--- src/rtl/cgs_pkg.sv ---
// cgs_pkg: constants and types of the clock generator status block
// assumes: one 50 MHz system clock and a byte-wide register port
package cgs_pkg;

  // register port geometry
  localparam int ADDR_W = 3;
  localparam int DATA_W = 8;
  localparam int ERR_W  = 12;

  // register indices
  localparam logic [2:0] OFS_STAT1 = 3'h0;
  localparam logic [2:0] OFS_STAT2 = 3'h1;
  localparam logic [2:0] OFS_CTRL  = 3'h2;
  localparam logic [2:0] OFS_EVT   = 3'h3;
  localparam logic [2:0] OFS_MASK  = 3'h4;

  // primary status fields
  localparam int ST1_MODE_LO = 6;
  localparam int ST1_REF     = 5;
  localparam int ST1_LOL     = 4;
  localparam int ST1_LOCK    = 3;
  localparam int ST1_LOC     = 2;
  localparam int ST1_ERS     = 1;
  localparam int ST1_IRQ     = 0;
  // secondary status and control fields
  localparam int ST2_OSC     = 0;
  localparam int CTL_LOL_ACT = 7;
  localparam int CTL_LOC_ACT = 3;
  localparam int CTL_MODE_LO = 0;
  // event status and mask layout
  localparam int EV_IRQ  = 0;
  localparam int EV_LOL  = 1;
  localparam int EV_LOC  = 2;
  localparam int EV_OSC  = 3;
  localparam int EV_MODE = 4;

  // reset values
  localparam logic [7:0] CTRL_RST = 8'h00;
  localparam logic [7:0] MASK_RST = 8'h00;
  localparam logic [7:0] EVT_RST  = 8'h00;

  // stability detection
  localparam logic [11:0] UNLOCK_THRESH = 12'h004;
  localparam logic [1:0]  GOOD_NEEDED   = 2'h2;
  localparam int CLK_PERIOD_NS  = 20;
  localparam int DCO_STATIC_NS  = 1000;
  localparam int DCO_STATIC_CYC =
    (DCO_STATIC_NS + CLK_PERIOD_NS - 1) / CLK_PERIOD_NS;
  localparam int STATIC_W = 6;

  // active clock mode, in status field order
  typedef enum logic [1:0] {
    CGS_SELF,
    CGS_FEI,
    CGS_FBE,
    CGS_FEE
  } cgs_mode_t;

endpackage : cgs_pkg

--- src/rtl/cgs_osc_if.sv ---
// cgs_osc_if: link between status logic and oscillator stability check
// assumes: both ends run on the same clock
`timescale 1ns/10ps
`default_nettype none

interface cgs_osc_if;
  import cgs_pkg::*;

  logic             gen_off;
  logic [ERR_W-1:0] err;
  logic             err_valid;
  logic             dco_lvl;
  logic             stable;

  modport ctrl (output gen_off, output err, output err_valid,
                output dco_lvl, input stable);
  modport det  (input gen_off, input err, input err_valid,
                input dco_lvl, output stable);
endinterface : cgs_osc_if

`default_nettype wire

--- src/rtl/cgs_status.sv ---
// cgs_status: status, sticky flags and interrupt logic of the
// clock generator, with its software register port
// assumes: detector inputs are on clk_i; only the raw oscillator clock
// pin comes from outside and is synchronised here
`timescale 1ns/10ps
`default_nettype none

// Notes on behaviour
// - bits 7:6 report active clock mode
// - mode status lags requested mode by handover
// - bit 5 shows chosen reference, 1 oscillator
// - bit 4 sticky lock loss until cleared
// - bit 3 lock, zero outside engaged modes
// - bit 2 sticky clock loss until cleared
// - bit 1 external reference stable and fast
// - bit 0 interrupt flag shows pending request
// - clear by read then write one; reset
// - new interrupt restarts the clear sequence
// - writing zero leaves interrupt flag alone
// - oscillator stable needs quiet samples, live clock
// - leaving off, engaged mode waits oscillator stable
// - self-clocked monitoring starts after oscillator stable
// - oscillator stable cleared on entering off
// - lock loss action: interrupt or reset request
// - clock loss action: interrupt or reset request
module cgs_status
  import cgs_pkg::*;
(
  input  wire logic              clk_i,
  input  wire logic              rst_i,
  input  wire logic [ADDR_W-1:0] addr_i,
  input  wire logic [DATA_W-1:0] wdata_i,
  input  wire logic              wr_i,
  input  wire logic              rd_i,
  output logic      [DATA_W-1:0] rdata_o,
  input  wire logic              gen_off_i,
  input  wire logic              lock_i,
  input  wire logic              clk_loss_i,
  input  wire logic              ext_ref_ok_i,
  input  wire logic              ref_osc_sel_i,
  input  wire logic [ERR_W-1:0]  count_err_i,
  input  wire logic              count_valid_i,
  input  wire logic              osc_output_clock_i,
  output logic      [1:0]        clock_mode_status_o,
  output logic                   osc_monitor_en_o,
  output logic                   reset_req_o,
  output logic                   irq_o
);

  cgs_osc_if osc_if ();

  // register port decode
  logic              wr_st1;
  logic              rd_st1;
  logic              wr_ctl;
  logic              wr_evt;
  logic              wr_msk;
  // software state
  logic [DATA_W-1:0] ctrl_ff;
  logic [DATA_W-1:0] evt_ff;
  logic [DATA_W-1:0] mask_ff;
  logic [DATA_W-1:0] rdata_ff;
  // oscillator pin synchroniser
  logic              dco_s1_ff;
  logic              dco_s2_ff;
  // mode tracking
  cgs_mode_t         hand_ff [2];
  cgs_mode_t         mode_ff;
  cgs_mode_t         nxt_mode;
  logic              off_prev_ff;
  logic              wait_osc_ff;
  logic              leaving_off;
  logic              wait_c;
  logic              engaged;
  // flags
  logic              lock_ff;
  logic              lock_c;
  logic              lol_ff;
  logic              lol_set;
  logic              loc_ff;
  logic              irq_ff;
  logic              irq_set;
  logic              arm_ff;
  logic              osc_prev_ff;
  logic              osc_stable;
  logic              lol_act;
  logic              loc_act;
  logic              mon_ff;
  logic [DATA_W-1:0] ev_set;
  logic [DATA_W-1:0] stat1;
  logic [DATA_W-1:0] stat2;

  // register port strobes
  assign wr_st1 = wr_i && (addr_i == OFS_STAT1);
  assign rd_st1 = rd_i && (addr_i == OFS_STAT1);
  assign wr_ctl = wr_i && (addr_i == OFS_CTRL);
  assign wr_evt = wr_i && (addr_i == OFS_EVT);
  assign wr_msk = wr_i && (addr_i == OFS_MASK);

  assign lol_act = ctrl_ff[CTL_LOL_ACT];
  assign loc_act = ctrl_ff[CTL_LOC_ACT];

  // raw oscillator clock is asynchronous; only edges matter downstream
  always_ff @(posedge clk_i or posedge rst_i)
  begin
    if (rst_i)
    begin
      dco_s1_ff <= 1'b0;
      dco_s2_ff <= 1'b0;
    end
    else
    begin
      dco_s1_ff <= osc_output_clock_i;
      dco_s2_ff <= dco_s1_ff;
    end
  end

  // stability checker hookup
  assign osc_if.gen_off   = gen_off_i;
  assign osc_if.err       = count_err_i;
  assign osc_if.err_valid = count_valid_i;
  assign osc_if.dco_lvl   = dco_s2_ff;
  assign osc_stable       = osc_if.stable;

  cgs_osc_stab u_osc_stab (
    .clk_i (clk_i),
    .rst_i (rst_i),
    .osc   (osc_if.det)
  );

  // control register: action selects and requested mode
  always_ff @(posedge clk_i or posedge rst_i)
  begin
    if (rst_i)
      ctrl_ff <= CTRL_RST;
    else if (wr_ctl)
      ctrl_ff <= wdata_i;
  end

  // requested mode walks two stages before the mode logic sees it
  always_ff @(posedge clk_i or posedge rst_i)
  begin
    if (rst_i)
    begin
      hand_ff[0] <= CGS_SELF;
      hand_ff[1] <= CGS_SELF;
    end
    else
    begin
      hand_ff[0] <= cgs_mode_t'(ctrl_ff[CTL_MODE_LO +: 2]);
      hand_ff[1] <= hand_ff[0];
    end
  end

  // leaving off with an engaged mode parks in self-clocked first
  assign leaving_off = off_prev_ff && !gen_off_i;
  assign wait_c      = wait_osc_ff || (leaving_off && hand_ff[1][0]);

  always_comb
  begin
    nxt_mode = mode_ff;
    if (gen_off_i)
      nxt_mode = mode_ff;
    else if (wait_c && !osc_stable)
      nxt_mode = CGS_SELF;
    else if ((hand_ff[1] == CGS_FBE) && !ext_ref_ok_i)
      nxt_mode = mode_ff;
    else
      nxt_mode = hand_ff[1];
  end

  // active mode and the off-exit wait
  always_ff @(posedge clk_i or posedge rst_i)
  begin
    if (rst_i)
    begin
      mode_ff     <= CGS_SELF;
      off_prev_ff <= 1'b0;
      wait_osc_ff <= 1'b0;
    end
    else
    begin
      mode_ff     <= nxt_mode;
      off_prev_ff <= gen_off_i;
      wait_osc_ff <= wait_c && !osc_stable && !gen_off_i;
    end
  end

  // lock shows only in engaged modes
  assign engaged = (mode_ff == CGS_FEI) || (mode_ff == CGS_FEE);
  assign lock_c  = lock_i && engaged && !gen_off_i;
  // a drop without a mode change or off entry is unexpected
  assign lol_set = lock_ff && !lock_c && engaged && !gen_off_i &&
                   (nxt_mode == mode_ff);

  always_ff @(posedge clk_i or posedge rst_i)
  begin
    if (rst_i)
      lock_ff <= 1'b0;
    else
      lock_ff <= lock_c;
  end

  // sticky loss flags; a new event beats a same-cycle clear
  always_ff @(posedge clk_i or posedge rst_i)
  begin
    if (rst_i)
    begin
      lol_ff <= 1'b0;
      loc_ff <= 1'b0;
    end
    else
    begin
      lol_ff <= lol_set ||
                (lol_ff && !(wr_st1 && wdata_i[ST1_LOL]));
      loc_ff <= clk_loss_i ||
                (loc_ff && !(wr_st1 && wdata_i[ST1_LOC]));
    end
  end

  // interrupt action chosen per source at the moment of the event
  assign irq_set = (lol_set && !lol_act) ||
                   (clk_loss_i && !loc_act);

  // interrupt flag with read-then-write-one clear; arm_ff remembers
  // the read, and a fresh request disarms so the flag survives
  always_ff @(posedge clk_i or posedge rst_i)
  begin
    if (rst_i)
    begin
      irq_ff <= 1'b0;
      arm_ff <= 1'b0;
    end
    else if (irq_set)
    begin
      irq_ff <= 1'b1;
      arm_ff <= 1'b0;
    end
    else if (wr_st1)
    begin
      if (wdata_i[ST1_IRQ] && arm_ff)
        irq_ff <= 1'b0;
      arm_ff <= 1'b0;
    end
    else if (rd_st1 && irq_ff)
      arm_ff <= 1'b1;
  end

  // reset request stays while a flag with reset action is set
  assign reset_req_o = (lol_ff && lol_act) ||
                       (loc_ff && loc_act);

  // monitoring in self-clocked mode waits for a stable oscillator
  always_ff @(posedge clk_i or posedge rst_i)
  begin
    if (rst_i)
      mon_ff <= 1'b0;
    else
      mon_ff <= !gen_off_i &&
                ((mode_ff != CGS_SELF) || osc_stable);
  end

  // event sources for the system interrupt
  always_ff @(posedge clk_i or posedge rst_i)
  begin
    if (rst_i)
      osc_prev_ff <= 1'b0;
    else
      osc_prev_ff <= osc_stable;
  end

  always_comb
  begin
    ev_set          = 8'h00;
    ev_set[EV_IRQ]  = irq_set;
    ev_set[EV_LOL]  = lol_set;
    ev_set[EV_LOC]  = clk_loss_i;
    ev_set[EV_OSC]  = osc_stable && !osc_prev_ff;
    ev_set[EV_MODE] = nxt_mode != mode_ff;
  end

  // event status is write-one-to-clear, set wins; mask is plain
  always_ff @(posedge clk_i or posedge rst_i)
  begin
    if (rst_i)
    begin
      evt_ff  <= EVT_RST;
      mask_ff <= MASK_RST;
    end
    else
    begin
      evt_ff <= ev_set | (evt_ff & ~(wr_evt ? wdata_i : 8'h00));
      if (wr_msk)
        mask_ff <= wdata_i;
    end
  end

  assign irq_o = |(evt_ff & mask_ff);

  // status images
  always_comb
  begin
    stat1                    = 8'h00;
    stat1[ST1_MODE_LO +: 2]  = mode_ff;
    stat1[ST1_REF]           = ref_osc_sel_i;
    stat1[ST1_LOL]           = lol_ff;
    stat1[ST1_LOCK]          = lock_ff;
    stat1[ST1_LOC]           = loc_ff;
    stat1[ST1_ERS]           = ext_ref_ok_i;
    stat1[ST1_IRQ]           = irq_ff;
    stat2                    = 8'h00;
    stat2[ST2_OSC]           = osc_stable;
  end

  // read data stand one cycle only; unmapped indices read zero
  always_ff @(posedge clk_i or posedge rst_i)
  begin
    if (rst_i)
      rdata_ff <= 8'h00;
    else if (rd_i)
    begin
      unique case (addr_i)
        OFS_STAT1: rdata_ff <= stat1;
        OFS_STAT2: rdata_ff <= stat2;
        OFS_CTRL:  rdata_ff <= ctrl_ff;
        OFS_EVT:   rdata_ff <= evt_ff;
        OFS_MASK:  rdata_ff <= mask_ff;
        default:   rdata_ff <= 8'h00;
      endcase
    end
    else
      rdata_ff <= 8'h00;
  end

  assign rdata_o             = rdata_ff;
  assign clock_mode_status_o = mode_ff;
  assign osc_monitor_en_o    = mon_ff;
endmodule : cgs_status

`default_nettype wire

--- src/rtl/cgs_osc_stab.sv ---
// cgs_osc_stab: decides whether the oscillator output clock is stable
// assumes: dco_lvl already synchronised, err sampled on clk_i
`timescale 1ns/10ps
`default_nettype none

module cgs_osc_stab
  import cgs_pkg::*;
(
  input  wire logic clk_i,
  input  wire logic rst_i,
  cgs_osc_if.det    osc
);
  logic [ERR_W-1:0]    prev_err_ff;
  logic                prev_ok_ff;
  logic [1:0]          good_cnt_ff;
  logic [STATIC_W-1:0] static_cnt_ff;
  logic                dco_prev_ff;
  logic                stable_ff;
  logic [ERR_W-1:0]    err_delta;
  logic                delta_ok;
  logic                toggling;

  // magnitude of the change between two error samples
  always_comb
  begin
    if (osc.err >= prev_err_ff)
      err_delta = osc.err - prev_err_ff;
    else
      err_delta = prev_err_ff - osc.err;
  end

  assign delta_ok = prev_ok_ff && (err_delta <= UNLOCK_THRESH);
  assign toggling = static_cnt_ff < STATIC_W'(DCO_STATIC_CYC);

  // edge watchdog; starts out as static so no edge means no stability
  always_ff @(posedge clk_i or posedge rst_i)
  begin
    if (rst_i)
    begin
      dco_prev_ff   <= 1'b0;
      static_cnt_ff <= STATIC_W'(DCO_STATIC_CYC);
    end
    else
    begin
      dco_prev_ff <= osc.dco_lvl;
      if (osc.dco_lvl != dco_prev_ff)
        static_cnt_ff <= '0;
      else if (toggling)
        static_cnt_ff <= static_cnt_ff + STATIC_W'(1);
    end
  end

  // run of consecutive quiet samples; the first sample has no partner
  always_ff @(posedge clk_i or posedge rst_i)
  begin
    if (rst_i)
    begin
      prev_err_ff <= '0;
      prev_ok_ff  <= 1'b0;
      good_cnt_ff <= 2'h0;
    end
    else if (osc.gen_off)
    begin
      prev_ok_ff  <= 1'b0;
      good_cnt_ff <= 2'h0;
    end
    else if (osc.err_valid)
    begin
      prev_err_ff <= osc.err;
      prev_ok_ff  <= 1'b1;
      if (!delta_ok)
        good_cnt_ff <= 2'h0;
      else if (good_cnt_ff != GOOD_NEEDED)
        good_cnt_ff <= good_cnt_ff + 2'h1;
    end
  end

  // stable only with two quiet samples and a live clock, never when off
  always_ff @(posedge clk_i or posedge rst_i)
  begin
    if (rst_i)
      stable_ff <= 1'b0;
    else
      stable_ff <= !osc.gen_off && toggling &&
                   (good_cnt_ff == GOOD_NEEDED);
  end

  assign osc.stable = stable_ff;
endmodule : cgs_osc_stab

`default_nettype wire

--- config.mk ---
export PLATFORM = sky130hd
export DESIGN_NAME = cgs_status
export DESIGN_NICKNAME = d
export VERILOG_FILES = /design/src/rtl/cgs_pkg.sv /design/src/rtl/cgs_osc_if.sv /design/src/rtl/cgs_status.sv /design/src/rtl/cgs_osc_stab.sv
export SDC_FILE = /design/constraint.sdc
export NUM_CORES = 1
export LEC_CHECK = 0
export BUFFER_PORTS_ARGS = -buffer_cell sky130_fd_sc_hd__buf_2
export CORE_ASPECT_RATIO = 0.9
export CORE_MARGIN = 4
export CORE_UTILIZATION = 40
export DETAILED_ROUTE_END_ITERATION = 10
export GPL_ROUTABILITY_DRIVEN = 0
export PLACE_DENSITY_LB_ADDON = 0.25
export SYNTH_ARGS = -nofsm -noshare
export SYNTH_HDL_FRONTEND = slang
export SYNTH_SLANG_ARGS = --single-unit
--- constraint.sdc ---
create_clock -name clk_i -period 4.28 [get_ports clk_i]
set_input_delay 0.214 -clock clk_i [delete_from_list [all_inputs] [get_ports clk_i]]
set_output_delay 0.214 -clock clk_i [all_outputs]
set_load 0.02 [all_outputs]
After elaboration in Yosys (flattened, before gate mapping)
Cells that the tools add are included.

Flip-flop bits (word level): 72. Latch bits: 0. Bits in writable memories: 0. Memory bits (read-only): 0. Input bits: 34. Logic and storage cells: 128. Memories: 0.

$add $sub $neg: 4. Multipliers: 0. Divide/modulo/power cells: 0. Order comparisons: 3. Equal/unequal tests: 13. Shifts and indexed selects: 0. Mux-type cells: 21. Bitwise logic cells: 5. Reductions and logical operators: 58.

Operator list (number): one-hot mux 8 bit (5 select lines) (1); logical AND 1 bit (31); subtractor 12 bit (2); AND 8 bit (2); 2-to-1 mux 8 bit (2); 2-to-1 mux 2 bit (7); greater-or-equal comparator 12 bit (1); <= comparator 12 x 3 -> 1 bit, second input constant (1); 2-to-1 mux 12 bit (1); 2-to-1 mux 6 bit (2); nonzero test 2 bit (5); zero test 1 bit (9); 2-to-1 mux 1 bit (8); NOT 8 bit (1); bitwise OR 5 x 8 -> 8 bit (1); OR reduction 8 bit (1); logical OR 1 bit (7); adder 6 x 1 -> 6 bit, second input constant (1); == test 2 bit, second input constant (3); == test 3 x 2 -> 1 bit, second input constant (2); < comparator 6 bit, second input constant (1); AND reduction 2 bit (3); == test 3 x 1 -> 1 bit, second input constant (1); == test 3 bit, second input constant (1); 10 further kinds (10).

Longest topological paths before layout
Gate-level depths: netlist of the first run.

Depth after elaboration: 13. Mapped depth: 13. Mapped depth without buffers: 11.

Modules after synthesis
From an unflattened synthesis of the first run, not the netlist that was laid out.

Cell total of the unflattened synthesis: 411. Area total of the unflattened synthesis: 4271.6 um2.

By module, submodules not included: cgs_status (times used 1, cells an instance 182, area each 2275.9 um2); cgs_osc_stab (times used 1, cells an instance 229, area each 1995.7 um2).

Least setup slack after synthesis of the first run
OpenSTA, ideal clock, no wires.

Path type: flip-flop to flip-flop. From: register u_osc_stab.prev_err_ff[0]. To: register u_osc_stab.good_cnt_ff[1]. Setup time: 0.078 ns. Arrival: 2.469 ns. Required time: 4.202 ns. Slack: 1.733 ns. Cell stages (with the launch flop): 12. Clock period less this slack: 2.547 ns. Cells stage by stage: dfrtp_1 -> ha_1 -> nand2b_1 -> a2111oi_0 -> nor4_2 -> o21ai_1 -> buf_4 -> mux2i_1 -> xnor2_1 -> nor4_2 -> o2111ai_1 -> a21oi_1.

Word-level cells in the longest chain between the ends: 7. Elaborated cells on any way between the ends: 11. Those cells by class: add/sub: 2; order compare: 2; eq/ne: 1; mux: 4; reduce/logical: 2.

Ends and longest elaborated chain: from (decl) (RTL line cgs_osc_stab.sv:13) `logic [ERR_W-1:0] prev_err_ff;`; from (signal assigned) (RTL line cgs_osc_stab.sv:69) `prev_err_ff <= osc.err;`; subtractor 12 bit (tied with other cells) (RTL line cgs_osc_stab.sv:29) `err_delta = prev_err_ff - osc.err;`; 2-to-1 mux 12 bit (*) (RTL line cgs_osc_stab.sv:26) `if (osc.err >= prev_err_ff)`; <= comparator 12 x 3 -> 1 bit (*) (RTL line cgs_osc_stab.sv:32) `assign delta_ok = prev_ok_ff && (err_delta <= UNLOCK_THRESH);`; logical AND 1 bit (*) (RTL line cgs_osc_stab.sv:32); 2-to-1 mux 2 bit (RTL line cgs_osc_stab.sv:71) `if (!delta_ok)`; 2-to-1 mux 2 bit (RTL line cgs_osc_stab.sv:67) `else if (osc.err_valid)`; 2-to-1 mux 2 bit (RTL line cgs_osc_stab.sv:62) `else if (osc.gen_off)`; to (signal assigned) (RTL line cgs_osc_stab.sv:74) `good_cnt_ff <= good_cnt_ff + 2'h1;`; to (decl) (RTL line cgs_osc_stab.sv:15) `logic [1:0] good_cnt_ff;`.

Mark *: on every way between the ends. The rest lies on a longest branch, timed or not. The select of a mux whose other input is x is not followed. A chain may end at the register's enable or synchronous reset.

Final worst setup path of the first run
Same ends and word-level chain as after synthesis.

==> results.sh, run 1 <==
export IMPL_drtIter0Drc=163
export IMPL_track_usage=0.160
export IMPL_ys_seq_area_frac=0.440
export IMPL_mostFrequentLayoutCell="dfrtp_1"
export IMPL_drt_vias_per_instance=5.44
export IMPL_die_w_um=115
export IMPL_cts_repair_resized=0
export IMPL_worstHoldStart="wdata_i[6]"
export IMPL_setup_ws_ps=1010
export IMPL_timing_final_crit_share=0.763
export IMPL_num_rows=34
export IMPL_grt_pass1_wl_mm=15.4
export IMPL_dpl_hpwl_mm=6.80
export IMPL_coreArea_um2=9830
export IMPL_drive_above_1_share=0.203
export IMPL_setup_violations=0
export IMPL_synthCells=422
export IMPL_yosysWarnings=0
export IMPL_slew_violations=0
export IMPL_yosysUniqueCellTypes=62
export IMPL_endpoint_kind="flip-flop"
export IMPL_antenna_found_initial=0
export IMPL_async_flop_share=1.00
export IMPL_final_cell_mix="dfrtp_1 (69), buf_2 (46), inv_1 (36), nand2_1 (34), a21oi_1 (30)"
export IMPL_startpoint="u_osc_stab.prev_err_ff[0]"
export IMPL_numCtsBuffers=9
export IMPL_status="finished clean"
export IMPL_cts_tree="yes"
export IMPL_drv_cap=0
export IMPL_yosys_register_bits=72
export IMPL_min_period_ps=3270
export IMPL_clock_root_buffer="clkbuf_16"
export IMPL_crit_type="flip-flop to flip-flop"
export IMPL_power_leakage_nw=2.18
export IMPL_worstPathArrival_ps=3520
export IMPL_portBuffers=46
export IMPL_finish_instance_area_um2=4730
export IMPL_worst_pin_slew_ps=1020
export IMPL_fmax_mhz=306
export IMPL_synth_area_per_cell_um2=9.72
export IMPL_grt_busiest_layer="met1"
export IMPL_setup_tns_final_ps=0
export IMPL_synth_flop_cell="dfrtp_1"
export IMPL_fp_dieH_um=104
export IMPL_dp_slack_ps=1100
export IMPL_cts_sinks=72
export IMPL_synth_edff_count=0
export IMPL_start_util=0.418
export IMPL_use_met1=0.237
export IMPL_antenna_left=0
export IMPL_routedWlPerCell_um=15.7
export IMPL_required_ps=4530
export IMPL_io_pins=47
export IMPL_clkTransAtPathRegs_ps=60
export IMPL_synth_top_area_frac=0.421
export IMPL_hold_violations=0
export IMPL_placed_area_um2=4440
export IMPL_route_vias_total=3251
export IMPL_finalNonFillerCells=598
export IMPL_placedCellCount=581
export IMPL_nNetsFinal=526
export IMPL_powerDensity_nw_per_um2=431
export IMPL_regArea_um2=1810
export IMPL_grt_pass1_vias=3079
export IMPL_grt_start_max_net_pins=48
export IMPL_fin_skew_ps=10.8
export IMPL_syn_nets=481
export IMPL_diodes=0
export IMPL_hold_path_class="input port to flip-flop"
export IMPL_syn2layout_area_growth_pct=15.2
export IMPL_ir_drop_v=0.000207
export IMPL_rsz0062_at_grt="no"
export IMPL_grt_use_met2=0.234
export IMPL_yosysTopAreaCell="dfrtp_1"
export IMPL_slew_headroom=0.316
export IMPL_cp_max_fo=13
export IMPL_timing_rr_start="u_osc_stab.prev_err_ff[0]"
export IMPL_drc=0
export IMPL_fillers=940
export IMPL_gr_usage_met3=0.0401
export IMPL_cts_buffer_depth=2
export IMPL_clk_latency_ps=330
export IMPL_htreeDepth=3
export IMPL_critPathLaunchType="flip-flop"
export IMPL_grt_overflow_total=0
export IMPL_dieArea_um2=11900
export IMPL_dr_pass1_iters=4
export IMPL_multi_input_area_um2=2080
export IMPL_postRouteWirelength_mm=9.38
export IMPL_synthTopCellsByArea="dfrtp_1 (42%), ha_1 (7.6%), mux2_2 (3.8%), a21oi_1 (3.7%), a22oi_1 (3.5%)"
export IMPL_mappedNetlistArea_um2=4100
-- state kept, by name, indices dropped and copies added (netlist names), 2 cells and up --
signal / cells
u_osc_stab.prev_err_ff: 12
ctrl_ff: 8
evt_ff: 8
mask_ff: 8
rdata_o: 8
u_osc_stab.static_cnt_ff: 6
hand_ff: 4
clock_mode_status_o: 2
u_osc_stab.good_cnt_ff: 2
-- per-stage QoR --
stage | utilization | hold WS [ps] | power (W)
floorplan | - | 245 | 0.00123
CTS | 0.481 | 88.1 | 0.00206
detailed placement | 0.452 | 324 | 0.00136
global route | 0.481 | 91.9 | 0.00216
global placement | 0.452 | 325 | 0.00135
finish | 0.481 | 94.3 | 0.00204
-- worst paths after layout --
kind	cells after the start	end	slack [ps]
max in group asynchronous	3	mask_ff[5]	3220
min	2	evt_ff[6]	90
max	10	u_osc_stab.good_cnt_ff[1]	1010
max reg2reg	10	u_osc_stab.good_cnt_ff[1]	1010
min in group asynchronous	2	u_osc_stab.static_cnt_ff[3]	140
min reg2reg	0	hand_ff[0]	350
-- area by class of cell --
type / instances / area share
multi-input cells: 295 / 0.440
repair buffers: 51 / 0.0572
inverters: 38 / 0.0302
clock buffers: 10 / 0.0484
well taps: 126 / 0.0333
flip-flops and latches: 72 / 0.382
clock inverters: 6 / 0.00953
-- synthesized netlist by cell type (4+ instances only) --
cell	instances
a21boi_0	4
a21o_1	11
a21oi_1	30
a22oi_1	19
a31oi_1	5
and2_1	5
buf_2	5
clkbuf_1	10
dfrtp_1	69
ha_1	25
inv_1	37
mux2_2	14
nand2_1	34
nand2b_1	7
nand3_1	7
nand4_1	5
nor2_1	24
nor2b_1	4
nor3_1	8
o21ai_0	25
xnor2_1	6
xor2_1	4
-- logic make-up (layout without fill, tap and decap cells) --
family                     Yosys count  after routing  synth area share
and+or+nand+nor                    114            114             0.148
xor gates and xnor gates            10             10            0.0213
AOI/OAI and AO/OA                  129            129             0.212
buffers and inverters               55            105            0.0537
DFF                                 72             72             0.440
muxes                               17             17            0.0488
adders and majority gates           25             25            0.0762
-- where the power goes --
part | switching [W] | leakage, nW | internal (W)
logic | 0.000304 | 1.16 | 0.000221
registers | 0.0000620 | 0.890 | 0.000766
clock network | 0.000293 | 0.125 | 0.000394
-- critical path, cell delays in order (launching register included) --
cell and delay (ps):
dfrtp_1 380, ha_1 290, nand2b_1 140, a2111oi_0 590, nor4_2 100, o21ai_1 700
and3_2 330, o31ai_2 70, nor4_2 290, o2111ai_1 150, a21oi_1 160
-- what timing repair did --
item | 4_1_cts | 5_1_grt
endpoints found under the hold margin | 1 | 0
setup buffers | 0 | 0
hold buffers | 1 | 0
endpoints found under the setup margin | 0 | 0
-- routing by layer --
layer	wire length, um	vias up
met3	374	7
li1	-	1600
met4	69	0
met2	4200	61
met5	0	-
met1	4740	1583
Note: power is estimated with default switching activity, not from simulation.
==> run 2, diff against run 1 <==
clock period = 3.1 ns   (was 4.28 ns; I/O delays follow)
==> run 2 against run 1 <==
Compared with the run above: final cell count increased by 0.67%; clock skew decreased by 2.6 ps; hold slack got worse by 56 ps; largest cell class unchanged.
==> results.sh, run 2 (synthesis gave the netlist of run 1 again) <==
export IMPL_antenna_found_initial=0
export IMPL_setup_violations=0
export IMPL_setup_tns_final_ps=0
export IMPL_hold_slack_ps=38.7
export IMPL_grt_overflow_total=0
export IMPL_drt_vias_per_instance=5.39
export IMPL_dr_pass1_iters=5
export IMPL_drv_cap=0
export IMPL_postRouteWirelength_mm=9.37
export IMPL_timing_rr_start="u_osc_stab.prev_err_ff[0]"
export IMPL_cp_slowest_cell="a2111oi_0"
export IMPL_critPathMostFrequentCell="nor4_2"
export IMPL_htreeDepth=3
export IMPL_fmax_mhz=355
export IMPL_min_period_ps=2820
export IMPL_numCtsBuffers=9
export IMPL_powerDensity_nw_per_um2=607
export IMPL_startpoint="u_osc_stab.prev_err_ff[0]"
export IMPL_fin_skew_ps=8.20
export IMPL_grt_pass1_vias=3254
export IMPL_grt_start_max_net_pins=45
export IMPL_track_usage=0.165
export IMPL_max_stage_delay_ps=550
export IMPL_placed_area_um2=4470
export IMPL_timing_final_crit_share=0.910
export IMPL_diodes=0
export IMPL_clock_root_buffer="clkbuf_16"
export IMPL_die_w_um=115
export IMPL_drtIter0Drc=187
export IMPL_drc=0
export IMPL_setup_ws_ps=279
export IMPL_finalNonFillerCells=602
export IMPL_drive_above_1_share=0.208
export IMPL_portBuffers=46
export IMPL_finish_instance_area_um2=4780
export IMPL_cts_sinks=72
export IMPL_ir_drop_v=0.000249
export IMPL_rsz0062_at_grt="no"
export IMPL_syn2layout_area_growth_pct=16.6
export IMPL_status="finished clean"
export IMPL_routedWlPerCell_um=15.6
export IMPL_cp_max_fo=13
export IMPL_regArea_um2=1810
export IMPL_route_vias_total=3245
export IMPL_placedCellCount=585
export IMPL_crit_type="flip-flop to flip-flop"
export IMPL_multi_input_area_um2=2080
export IMPL_dp_slack_ps=333
export IMPL_clkTransAtPathRegs_ps=60
export IMPL_antenna_left=0
export IMPL_largest_reg_flops=12
export IMPL_fp_dieH_um=104
export IMPL_coreArea_um2=9830
export IMPL_required_ps=3350
export IMPL_worst_pin_slew_ps=924
export IMPL_hold_path_class="input port to asynchronous set/reset pin"
export IMPL_hold_violations=0
export IMPL_endpoint_kind="flip-flop"
export IMPL_dieArea_um2=11900
export IMPL_slew_headroom=0.383
export IMPL_postCtsSetupBuffers=0
export IMPL_cts_tree="yes"
export IMPL_nNetsFinal=530
export IMPL_mostFrequentLayoutCell="dfrtp_1"
export IMPL_io_pins=47
export IMPL_grt_pass1_wl_mm=15.9
export IMPL_power_leakage_nw=2.22
export IMPL_slew_violations=0
export IMPL_fillers=915
export IMPL_clk_latency_ps=330
export IMPL_worstPathArrival_ps=3070
export IMPL_dpl_hpwl_mm=6.93
export IMPL_critPathLaunchType="flip-flop"
export IMPL_start_util=0.418
export IMPL_num_rows=34
export IMPL_regMostFlops="u_osc_stab.prev_err_ff"
export IMPL_final_cell_mix="dfrtp_1 (69), buf_2 (46), inv_1 (36), nand2_1 (34), a21oi_1 (30)"
export IMPL_crit_chain="ha_1, nand2b_1, a2111oi_0, nor4_2, o21ai_1, buf_4, nor3b_1, o31ai_2, nor4_2, o2111ai_1, a21oi_1"
export IMPL_cts_buffer_depth=2
## run 2: worst max-delay path, delay by kind of cell, from the launching register on
family	cells	cell delay [ps]
AO/OA/AOI/OAI	5	1090
adder cells (fa/ha/maj)	1	290
AND/OR/NAND/NOR	4	780
flip-flops	1	380
buffers and inverters	1	210
## run 2: power breakdown
part           internal, W  total [W]  switching [W]
Combinational     0.000315   0.000742       0.000427
Sequential         0.00106    0.00114      0.0000861
Clock             0.000645    0.00102       0.000370
Total              0.00202    0.00290       0.000883
## run 2: final timing paths
| kind | endpoint | slack, ps | cells past startpoint |
|---|---|---|---|
| setup / recovery | u_osc_stab.good_cnt_ff[1] | 280 | 11 |
| hold / removal | clock_mode_status_o[0] | 40 | 2 |
| setup reg to reg | u_osc_stab.good_cnt_ff[1] | 280 | 11 |
| hold reg to reg | hand_ff[0] | 350 | 0 |
| max in group asynchronous | u_osc_stab.static_cnt_ff[5] | 2260 | 3 |
| min in group clk_i | evt_ff[6] | 40 | 2 |
## run 2: final cells by class
class                      count  share of cell area
timing repair buffer          55              0.0628
clock buffer                  13              0.0523
multi-input combinational    295               0.436
sequential                    72               0.377
clock inverter                 3             0.00916
tap                          126              0.0330
inverter                      38              0.0298
## run 2: through the flow
stage | utilization | total power, W
after floorplan | - | 0.00169
after global placement | 0.455 | 0.00188
after detailed placement | 0.455 | 0.00189
after CTS | 0.486 | 0.00292
after global routing | 0.487 | 0.00307
final | 0.487 | 0.00290
## run 2: routing by layer
layer,share of wire,vias up,global-route usage
li1,-,1611,-
met1,0.48,1548,0.234
met2,0.46,73,0.256
met3,0.045,13,0.0349
met4,0.012,0,0.0436
met5,0,-,0
## run 2: timing repair
| item | CTS | global route |
|---|---|---|
| gates resized for setup | 0 | 1 |
| endpoints found under the hold margin | 1 | 0 |
| hold buffers | 1 | 0 |
| setup endpoints to repair | 0 | 1 |
